[src/rtl/rsss_pkg.sv]
// Constants and types for the resonant start-up supply sequencer
package rsss_pkg;
  // Synchroniser depth for comparator inputs
  localparam int unsigned SYNC_STAGES = 3;
  // Number of comparator inputs
  localparam int unsigned NUM_CMP = 8;
  // Comparator bit positions in the packed comparator vector
  localparam int unsigned CMP_MAIN_RST = 0;
  localparam int unsigned CMP_MAIN_START = 1;
  localparam int unsigned CMP_MAIN_HYS = 2;
  localparam int unsigned CMP_MAIN_LOW = 3;
  localparam int unsigned CMP_MAIN_LOW_HYS = 4;
  localparam int unsigned CMP_MAIN_STOP = 5;
  localparam int unsigned CMP_REG_UV = 6;
  localparam int unsigned CMP_REG_STOP = 7;
  // Settings readout duration, in ns
  localparam int unsigned READOUT_TIME_NS = 1000;
  localparam int unsigned CLOCK_PERIOD_NS = 10;
  localparam int unsigned READOUT_CYCLES = (READOUT_TIME_NS + CLOCK_PERIOD_NS - 1)
                                           / CLOCK_PERIOD_NS;
  localparam int unsigned READOUT_CNT_W = 8;
  localparam logic [READOUT_CNT_W-1:0] READOUT_LAST = READOUT_CNT_W'(READOUT_CYCLES - 1);

  typedef enum logic [2:0] {
    RSSS_NO_SUPPLY,
    RSSS_READOUT,
    RSSS_WAIT_BOOST,
    RSSS_RUN,
    RSSS_PROTECT
  } rsss_state_type;
endpackage

[src/rtl/rsss_sync.sv]
// Three-stage synchroniser with agreement filter for one comparator input
`timescale 1ns/1ps
module rsss_sync (
  input wire logic clock_i,
  input wire logic reset_n_i,
  input wire logic async_i,
  output logic level_o
);
  logic [rsss_pkg::SYNC_STAGES-1:0] stage;

  always_ff @(posedge clock_i or negedge reset_n_i) begin
    if (!reset_n_i) begin
      stage <= '0;
    end else begin
      stage <= {stage[rsss_pkg::SYNC_STAGES-2:0], async_i};
    end
  end

  // Stage 0 feeds only stage 1; change accepted when stages 1 and 2 agree
  always_ff @(posedge clock_i or negedge reset_n_i) begin
    if (!reset_n_i) begin
      level_o <= 1'b0;
    end else if (stage[1] == stage[2]) begin
      level_o <= stage[2];
    end
  end
endmodule

[src/rtl/rsss_sequencer.sv]
// Start-up and supply sequencer of the resonant converter controller
// Behaviour
// - Below reset level keep charge current limited
// - Above reset level close start-up switch fully
// - Regulate main supply hysteretically at start level
// - Start-up source off once running on auxiliary
// - Protection mode regulates main supply to start
// - Burst idle: top up at low level
// - No switching before regulated supply UV level
// - Regulated supply undervoltage restarts start-up sequence
// - Stop level enters no-supply state, recharge both
// - Read settings after both start levels reached
// - Pull boost-sense low in no-supply and readout
// - Release boost-sense once settings defined
// - Switch only after boost start level reached
// - Low feedback current disables high-voltage charging
`timescale 1ns/1ps
module rsss_sequencer (
  input wire logic clock_i,
  input wire logic reset_n_i,
  input wire logic main_supply_above_reset_i,
  input wire logic main_supply_above_start_i,
  input wire logic main_supply_above_start_hys_i,
  input wire logic main_supply_above_low_i,
  input wire logic main_supply_above_low_hys_i,
  input wire logic main_supply_above_stop_i,
  input wire logic regulated_supply_above_uv_i,
  input wire logic regulated_supply_above_stop_i,
  input wire logic boost_sense_above_start_i,
  input wire logic feedback_below_regulation_i,
  input wire logic protection_request_i,
  input wire logic burst_idle_i,
  output logic hv_switch_on_o,
  output logic hv_current_limit_o,
  output logic boost_sense_pull_low_oe_o,
  output logic boost_sense_pull_low_o,
  output logic settings_readout_o,
  output logic half_bridge_enable_o,
  output logic [2:0] state_o
);
  logic [rsss_pkg::NUM_CMP-1:0] cmp_raw;
  logic [rsss_pkg::NUM_CMP-1:0] cmp;
  logic boost_ok;
  logic fb_low;
  logic hv_disabled;
  logic hv_on;
  logic low_on;
  logic [rsss_pkg::READOUT_CNT_W-1:0] readout_cnt;
  rsss_pkg::rsss_state_type state;
  rsss_pkg::rsss_state_type next_state;
  logic next_hv_switch;
  logic supplies_lost;

  assign cmp_raw[rsss_pkg::CMP_MAIN_RST] = main_supply_above_reset_i;
  assign cmp_raw[rsss_pkg::CMP_MAIN_START] = main_supply_above_start_i;
  assign cmp_raw[rsss_pkg::CMP_MAIN_HYS] = main_supply_above_start_hys_i;
  assign cmp_raw[rsss_pkg::CMP_MAIN_LOW] = main_supply_above_low_i;
  assign cmp_raw[rsss_pkg::CMP_MAIN_LOW_HYS] = main_supply_above_low_hys_i;
  assign cmp_raw[rsss_pkg::CMP_MAIN_STOP] = main_supply_above_stop_i;
  assign cmp_raw[rsss_pkg::CMP_REG_UV] = regulated_supply_above_uv_i;
  assign cmp_raw[rsss_pkg::CMP_REG_STOP] = regulated_supply_above_stop_i;

  // Comparators are analog and asynchronous to the clock
  for (genvar g = 0; g < rsss_pkg::NUM_CMP; g++) begin : g_sync
    rsss_sync u_sync (
      .clock_i(clock_i),
      .reset_n_i(reset_n_i),
      .async_i(cmp_raw[g]),
      .level_o(cmp[g])
    );
  end

  rsss_sync u_sync_boost (
    .clock_i(clock_i),
    .reset_n_i(reset_n_i),
    .async_i(boost_sense_above_start_i),
    .level_o(boost_ok)
  );

  rsss_sync u_sync_fb (
    .clock_i(clock_i),
    .reset_n_i(reset_n_i),
    .async_i(feedback_below_regulation_i),
    .level_o(fb_low)
  );

  assign supplies_lost = !cmp[rsss_pkg::CMP_MAIN_STOP] ||
                         !cmp[rsss_pkg::CMP_REG_STOP];

  // Sequencer
  always_comb begin
    next_state = state;
    case (state)
      rsss_pkg::RSSS_NO_SUPPLY: begin
        if (cmp[rsss_pkg::CMP_MAIN_START] && cmp[rsss_pkg::CMP_REG_UV]) begin
          next_state = rsss_pkg::RSSS_READOUT;
        end
      end
      rsss_pkg::RSSS_READOUT: begin
        if (readout_cnt == rsss_pkg::READOUT_LAST) begin
          next_state = rsss_pkg::RSSS_WAIT_BOOST;
        end
      end
      rsss_pkg::RSSS_WAIT_BOOST: begin
        if (boost_ok && cmp[rsss_pkg::CMP_REG_UV]) begin
          next_state = rsss_pkg::RSSS_RUN;
        end
      end
      rsss_pkg::RSSS_RUN: begin
        if (protection_request_i) begin
          next_state = rsss_pkg::RSSS_PROTECT;
        end
      end
      rsss_pkg::RSSS_PROTECT: begin
        if (!protection_request_i) begin
          next_state = rsss_pkg::RSSS_NO_SUPPLY;
        end
      end
      default: begin
        next_state = rsss_pkg::RSSS_NO_SUPPLY;
      end
    endcase
    // Undervoltage and stop levels override everything
    if (supplies_lost) begin
      next_state = rsss_pkg::RSSS_NO_SUPPLY;
    end else if (!cmp[rsss_pkg::CMP_REG_UV] && state != rsss_pkg::RSSS_NO_SUPPLY) begin
      next_state = rsss_pkg::RSSS_NO_SUPPLY;
    end
  end

  always_ff @(posedge clock_i or negedge reset_n_i) begin
    if (!reset_n_i) begin
      state <= rsss_pkg::RSSS_NO_SUPPLY;
    end else begin
      state <= next_state;
    end
  end

  always_ff @(posedge clock_i or negedge reset_n_i) begin
    if (!reset_n_i) begin
      readout_cnt <= '0;
    end else if (state == rsss_pkg::RSSS_READOUT && next_state == rsss_pkg::RSSS_READOUT) begin
      readout_cnt <= readout_cnt + 1'b1;
    end else begin
      readout_cnt <= '0;
    end
  end

  // Once output nears regulation, aux winding takes over until restart or protection
  always_ff @(posedge clock_i or negedge reset_n_i) begin
    if (!reset_n_i) begin
      hv_disabled <= 1'b0;
    end else if (next_state == rsss_pkg::RSSS_NO_SUPPLY ||
                 next_state == rsss_pkg::RSSS_PROTECT) begin
      hv_disabled <= 1'b0;
    end else if (state == rsss_pkg::RSSS_RUN && fb_low) begin
      hv_disabled <= 1'b1;
    end
  end

  // Start-level hysteresis: on below start-hys, off above start
  always_ff @(posedge clock_i or negedge reset_n_i) begin
    if (!reset_n_i) begin
      hv_on <= 1'b1;
    end else if (cmp[rsss_pkg::CMP_MAIN_START]) begin
      hv_on <= 1'b0;
    end else if (!cmp[rsss_pkg::CMP_MAIN_HYS]) begin
      hv_on <= 1'b1;
    end
  end

  // Low-level hysteresis for burst idle top-up
  always_ff @(posedge clock_i or negedge reset_n_i) begin
    if (!reset_n_i) begin
      low_on <= 1'b0;
    end else if (cmp[rsss_pkg::CMP_MAIN_LOW_HYS]) begin
      low_on <= 1'b0;
    end else if (!cmp[rsss_pkg::CMP_MAIN_LOW]) begin
      low_on <= 1'b1;
    end
  end

  always_comb begin
    next_hv_switch = 1'b0;
    case (state)
      rsss_pkg::RSSS_NO_SUPPLY: begin
        // Regulated supply still charging needs the switch closed
        next_hv_switch = hv_on || !cmp[rsss_pkg::CMP_REG_UV];
      end
      rsss_pkg::RSSS_READOUT,
      rsss_pkg::RSSS_WAIT_BOOST,
      rsss_pkg::RSSS_PROTECT: begin
        next_hv_switch = hv_on;
      end
      rsss_pkg::RSSS_RUN: begin
        if (!hv_disabled) begin
          next_hv_switch = hv_on;
        end else if (burst_idle_i) begin
          next_hv_switch = low_on;
        end else begin
          next_hv_switch = 1'b0;
        end
      end
      default: begin
        next_hv_switch = 1'b0;
      end
    endcase
  end

  always_ff @(posedge clock_i or negedge reset_n_i) begin
    if (!reset_n_i) begin
      hv_switch_on_o <= 1'b0;
      hv_current_limit_o <= 1'b1;
    end else begin
      hv_switch_on_o <= next_hv_switch;
      // Limits dissipation into a shorted supply capacitor
      hv_current_limit_o <= !cmp[rsss_pkg::CMP_MAIN_RST];
    end
  end

  always_ff @(posedge clock_i or negedge reset_n_i) begin
    if (!reset_n_i) begin
      boost_sense_pull_low_oe_o <= 1'b1;
      boost_sense_pull_low_o <= 1'b0;
      settings_readout_o <= 1'b0;
      half_bridge_enable_o <= 1'b0;
      state_o <= 3'h0;
    end else begin
      boost_sense_pull_low_oe_o <= next_state == rsss_pkg::RSSS_NO_SUPPLY ||
                                   next_state == rsss_pkg::RSSS_READOUT;
      boost_sense_pull_low_o <= 1'b0;
      settings_readout_o <= next_state == rsss_pkg::RSSS_READOUT;
      half_bridge_enable_o <= next_state == rsss_pkg::RSSS_RUN;
      state_o <= next_state;
    end
  end
endmodule

[config.mk]
export PLATFORM = sky130hd
export DESIGN_NAME = rsss_sequencer
export DESIGN_NICKNAME = d
export VERILOG_FILES = /design/src/rtl/rsss_pkg.sv /design/src/rtl/rsss_sync.sv /design/src/rtl/rsss_sequencer.sv
export SDC_FILE = /design/constraint.sdc
export NUM_CORES = 1
export LEC_CHECK = 0
export BUFFER_PORTS_ARGS = -buffer_cell sky130_fd_sc_hd__buf_2
export CORE_MARGIN = 2
export CORE_UTILIZATION = 50
export DETAILED_ROUTE_END_ITERATION = 10
export GPL_TIMING_DRIVEN = 0
export HOLD_SLACK_MARGIN = 0.1
export PLACE_DENSITY = 0.73
export SLEW_MARGIN = 0
export SYNTH_ARGS = -nofsm -noshare
export SYNTH_HDL_FRONTEND = slang
export SYNTH_SLANG_ARGS = --single-unit
[constraint.sdc]
create_clock -name clock_i -period 1.7 [get_ports clock_i]
set_clock_uncertainty 0.1 [all_clocks]
set_input_delay 0.255 -clock clock_i [delete_from_list [all_inputs] [get_ports clock_i]]
set_output_delay 0.255 -clock clock_i [all_outputs]
set_load 0.01 [all_outputs]
* Yosys cells after proc, flatten, opt, wreduce, memory -nomap -nowiden *
Cells that the tools add are included.

storage, ports and cells
  output and inout bits = 9
  ROM bits = 0
  bits in latches = 0
  register bits = 59
  logic and storage cells = 87
  input port bits = 14
  bits in writable memories = 0
  memories kept = 0

cells by class
  mux-type cells = 18
  reduce and logical (&&, ||, !) cells = 18
  eq/ne operators = 20
  bitwise gates (word level) = 0
  magnitude comparators = 0
  multiply operators = 0
  shift-type cells = 0
  add/subtract/negate cells = 1
  divide/modulo/power cells = 0

operator list
  cell                                                                      count
  3-bit 2-to-1 mux                                                          7
  3-bit case mux with 5 select lines                                        1
  1-bit equality test                                                       10
  3-bit by 2-bit equality test with 1-bit output (second input constant)    3
  8-bit by 1-bit adder with 8-bit output (second input constant)            1
  8-bit by 7-bit equality test with 1-bit output (second input constant)    1
  1-bit 2-to-1 mux                                                          8
  8-bit 2-to-1 mux                                                          1
  3-bit by 1-bit equality test with 1-bit output (second input constant)    2
  3-bit equality test (second input constant)                               2
  3-bit zero test                                                           2
  1-bit logical AND                                                         5
  1-bit zero test                                                           4
  1-bit logical OR                                                          4
  1-bit case mux with 3 select lines                                        1
  3-bit nonzero test                                                        1
  3-bit OR reduction                                                        1
  2-bit by 1-bit inequality test with 1-bit output (second input constant)  1
  2-bit inequality test (second input constant)                             1
  2-bit nonzero test                                                        1

* Longest topological paths before layout *
  depth after elaboration = 8
  depth in mapped cells = 5
  depth with buffers taken out = 5

* By module *
From an unflattened synthesis, not the netlist that was laid out.

unflattened totals
  cells, all modules = 138
  area, all modules = 2,025.7 um^2

modules (own cells, without submodules)
  module          sequential area each (um^2)  instances  area an instance (um^2)  cells each
  rsss_sync       100.1                        10         111.4                    5
  rsss_sequencer  479.2                        1          912.1                    88

* Worst setup path after synthesis *
OpenSTA, ideal clock, no wires.

  kind = register to register
  from = reg readout_cnt[3] in the netlist's numbering
  to = reg half_bridge_enable_o
  path buffers = 0
  required time = 1,476 ps
  cell stages (with the launch flop) = 5
  path slack = 40 ps
  data arrival time = 1,436 ps
  setup time = 124 ps
  period minus slack after synthesis = 1,660 ps
  cell sequence = dfrtp_1 > or4_4 > o21ba_4 > o2111ai_2 > nor2_1

on the way
  cells in the longest elaborated chain, start to end = 6

RTL lines
  element                                         RTL line               text
  from (decl)                                     rsss_sequencer.sv:48   logic [rsss_pkg::READOUT_CNT_W-1:0] readout_cnt;
  from (signal assigned)                          rsss_sequencer.sv:143  readout_cnt <= readout_cnt + 1'b1;
  8-bit by 7-bit equality test with 1-bit output  rsss_sequencer.sv:100  if (readout_cnt == rsss_pkg::READOUT_LAST) begin
  3-bit 2-to-1 mux                                rsss_sequencer.sv:100
  3-bit case mux with 5 select lines              rsss_sequencer.sv:93   case (state)
  3-bit 2-to-1 mux                                rsss_sequencer.sv:126  end else if (!cmp[rsss_pkg::CMP_REG_UV] && state != rsss_pkg::RSSS_NO_SUPPLY) begin
  3-bit 2-to-1 mux                                rsss_sequencer.sv:124  if (supplies_lost) begin
  3-bit by 2-bit equality test with 1-bit output  rsss_sequencer.sv:233  half_bridge_enable_o <= next_state == rsss_pkg::RSSS_RUN;
  to (signal assigned)                            rsss_sequencer.sv:233
  to (decl)                                       rsss_sequencer.sv:38   output logic half_bridge_enable_o,

No other way between the ends.
A chain may end at the register's enable or synchronous reset.

* Final worst setup path *
  from = reg readout_cnt[3] in the netlist's numbering
  to = reg settings_readout_o

on the way
  cells in the longest elaborated chain, start to end = 6

RTL lines
  element                                         RTL line               text
  8-bit by 7-bit equality test with 1-bit output  rsss_sequencer.sv:100
  3-bit 2-to-1 mux                                rsss_sequencer.sv:100
  3-bit case mux with 5 select lines              rsss_sequencer.sv:93
  3-bit 2-to-1 mux                                rsss_sequencer.sv:126
  3-bit 2-to-1 mux                                rsss_sequencer.sv:124
  3-bit by 1-bit equality test with 1-bit output  rsss_sequencer.sv:232  settings_readout_o <= next_state == rsss_pkg::RSSS_READOUT;
  to (signal assigned)                            rsss_sequencer.sv:232
  to (decl)                                       rsss_sequencer.sv:37   output logic settings_readout_o,

No other way between the ends.

==> impl_summary.txt <==
----------------------------------------------------
[Synth]
  Prevailing post-synth register cell ... dfrtp_1
  Top cell type by total area after synthesis ... dfrtp_1
  Average cell area after synthesis ... 14.59 um^2
  Asr flop ratio synth ... 1.000
  Syn Inst Count ... 138
  Net Count, Synth ... 153
  Post-synth design cell area ... 0.002013 mm^2
  Number of warnings reported in the yosys synthesis log ... 0
  Leading cell types by total area after synthesis ... dfrtp_1, maj3_1, dfstp_2
  Number of register bits inferred by synthesis ... 59
  EDFF count, synth ... 0
  Number of distinct library cells after synthesis ... 32
  Synth top area share ... 0.6961
  Sequential share of the synthesized area ... 0.7352

[Timing]
  Max-slew headroom ... 0.5958
  Transition time at the pin with the least slew margin ... 0.6063 ns
  Final count of hold timing violations ... 0
  Final cycle utilization of the critical path ... 0.9881
  Hold slack ... 0.2464 ns
  Fin. max-slew vios ... 0
  Unrepaired setup endpoints after global routing ... yes
  Post-layout minimum cycle time ... 1.680 ns
  Final setup violation count ... 0
  Max frequency ... 595.3 MHz
  Setup TNS ... 0 ns

[Detailed routing]
  Remaining antenna violation count ... 0
  Count of TritonRoute iterations in the first routing pass ... 4
  Violation count after the first detailed-routing iteration ... 40
  DRC Markers ... 0
  WL per Instance ... 12.98 um
  Via density per instance ... 4.893
  Drt total wl ... 3154 um
  Vias ... 1189

[Final layout]
  Most used cells in the layout excluding fill and tap cells ... dfrtp_1, buf_2, nor2_1, dlygate4sd3_1, maj3_1
  Filler Cell Count ... 282
  N_diodes ... 0
  Final core occ ... 0.6477
  Area of combinational cells with multiple inputs ... 530.5 um^2
  Post-layout nets ... 203
  Storage cell area ... 0.001484 mm^2
  Fraction of layout instances using a drive strength above 1 ... 0.3109
  Most common cell after layout, fill and taps aside ... dfrtp_1
  Layout Area Growth over Synthesis ... 26.85%

[Critical path]
  Worst path top cell family by delay ... simple AND/OR/NAND/NOR gates
  Worst reg-to-reg setup slack ... 0.02 ns
  Crit path largest cell delay ... 0.56 ns
  Setup Crit Path Kind ... reg -> reg
  Highest fanout seen on the critical path ... 3
  Endpoint arrival time on the critical path ... 1.78 ns
  Cell breakdown of the critical path ... or4_4 > o21ba_4 > o2111ai_4 > nor2_1
  Master of the slowest instance on the critical path ... or4_4
  Buf/Inv on CP ... 0
  Required time reported for the critical path endpoint ... 1.80 ns
  Critical Path End Type ... flip-flop
  Kind of start point of the critical path ... flip-flop

[Floorplanning]
  Initial Utilization ... 0.5106
  Rows ... 23
  Die area ... 0.004550 mm^2
  Area inside the core boundary ... 0.003943 mm^2
  I/O pin total ... 23
  Die span in y ... 67.46 um
  DIE WIDTH ... 67.46 um

[Global routing]
  Pin count of the biggest net entering global routing ... 60
  Vias in the first global route ... 1265
  Total global routing track utilization ... 0.1750
  Gr ovfl total ... 0
  Initial antenna violation count ... 0
  Wire length of the first global-routing pass ... 5478 um

[CTS]
  Root buffer selected by CTS ... clkbuf_8
  CTS tree ... built
  Total number of clock tree sinks ... 59
  Clock slew at the register clock pins of the worst setup and hold paths ... 0.06 ns
  TritonCTS Buffers ... 9
  Skew-Pair Late Insertion Delay ... 0.32 ns
  Buffers from clock root to sink, at most ... 2
  CTS H-Tree Depth ... 3

[Placed design]
  Post-detailed-placement half-perimeter wirelength ... 2010 um
  Port Buffers ... 21
  Routability congestion estimate ... 0.7928

[Run status]
  Outcome ... finished, final reports clean

[Pwr]
  Leakage power figure ... 1.149 nW
  Power Density ... 1069 mW/mm^2
  Max VDD drop ... 0.0007048 V

[Flow run]
  Number of violations of the max-capacitance limit ... 0

[Worst hold path]
  Type of the worst min-delay path ... reg -> reg

----------------------------------------------------
cell type report:
| class | count | area share |
|---|---|---|
| well taps | 50 | 0.02450 |
| plain buffers | 1 | 0.002940 |
| inverters | 6 | 0.008819 |
| clock buffers | 13 | 0.05830 |
| clock inverters | 3 | 0.005879 |
| repair buffers | 39 | 0.1107 |
| multi-input cells | 72 | 0.2077 |
| flip-flops and latches | 59 | 0.5811 |
synth_stat cells (all sizes together), types with 2 or more instances:
library cell / number
dfrtp: 56
nor2: 16
maj3: 11
inv: 6
a21oi: 5
nand2: 5
nand3: 5
xnor2: 4
and3: 3
dfstp: 3
nand4: 2
nor3: 2
o22ai: 2
or3b: 2
xor2: 2
sequential cells by signal (all words and copies together), names as in the netlist:
name                       count
boost_sense_pull_low_oe_o      1
low_on                         1
hv_switch_on_o                 1
u_sync_boost.stage             3
g_sync.u_sync.level_o          8
state_o                        3
readout_cnt                    8
half_bridge_enable_o           1
settings_readout_o             1
u_sync_fb.stage                3
g_sync.u_sync.stage           24
u_sync_boost.level_o           1
u_sync_fb.level_o              1
hv_disabled                    1
hv_on                          1
hv_current_limit_o             1
cell families (layout without fill, tap and decap cells):
family | after synthesis | after routing | share of synthesized area
and+or+nand+nor | 39 | 39 | 0.1044
AOI/OAI and AO/OA | 13 | 13 | 0.05158
muxes | 1 | 1 | 0.004972
other | 1 | 1 | 0.001863
adders and majority gates | 12 | 12 | 0.06091
xor gates and xnor gates | 6 | 6 | 0.02610
buffers and inverters | 7 | 62 | 0.01492
DFF | 59 | 59 | 0.7352
stage by stage:
stage | total power, mW | std cells | worst slack [ns] | cell area, um^2
final | 2.730 | 243 | 0.02028 | 2554
after global routing | 2.880 | 243 | -0.02113 | 2554
after CTS | 2.765 | 238 | 0.009294 | 2494
after detailed placement | 1.692 | 209 | -0.05985 | 2181
after global placement | 1.681 | 209 | -0.04651 | 2181
after floorplan | 1.618 | 138 | 0.04035 | 2013
layer usage:
metal / wire, um / GRT usage
met4: 17 / 0.08418
met1: 1341 / 0.1912
met2: 1638 / 0.2896
met3: 157 / 0.08000
met5: 0 / 0
report_power, final:
group / leakage, nW / internal, mW / total (mW) / switching [mW]
clock network: 0.0872 / 0.562 / 1.03 / 0.466
registers: 0.710 / 1.49 / 1.54 / 0.0500
logic: 0.351 / 0.0863 / 0.167 / 0.0807
final timing paths:
check	from	endpoint	depth (start not counted)
worst max-delay path	readout_cnt[3]$_DFF_PN0_	settings_readout_o$_DFF_PN0_	4
worst min-delay path	g_sync[0].u_sync.stage[0]$_DFF_PN0_	g_sync[0].u_sync.stage[1]$_DFF_PN0_	0
worst max register to register	readout_cnt[3]$_DFF_PN0_	settings_readout_o$_DFF_PN0_	4
worst min register to register	g_sync[0].u_sync.stage[0]$_DFF_PN0_	g_sync[0].u_sync.stage[1]$_DFF_PN0_	0
max in group asynchronous	reset_n_i	hv_current_limit_o$_DFF_PN1_	3
min in group asynchronous	reset_n_i	g_sync[5].u_sync.stage[0]$_DFF_PN0_	2
what timing repair did:
item | CTS | global route
hold buffers | 11 | 1
buffers inserted | 2 | 3
pin swaps | 1 | 0
endpoints found under the setup margin | 3 | 11
gates resized for setup | 4 | 4
gates cloned | 0 | 0
endpoints found under the hold margin | 11 | 27
(Power assumes the default switching activity.)
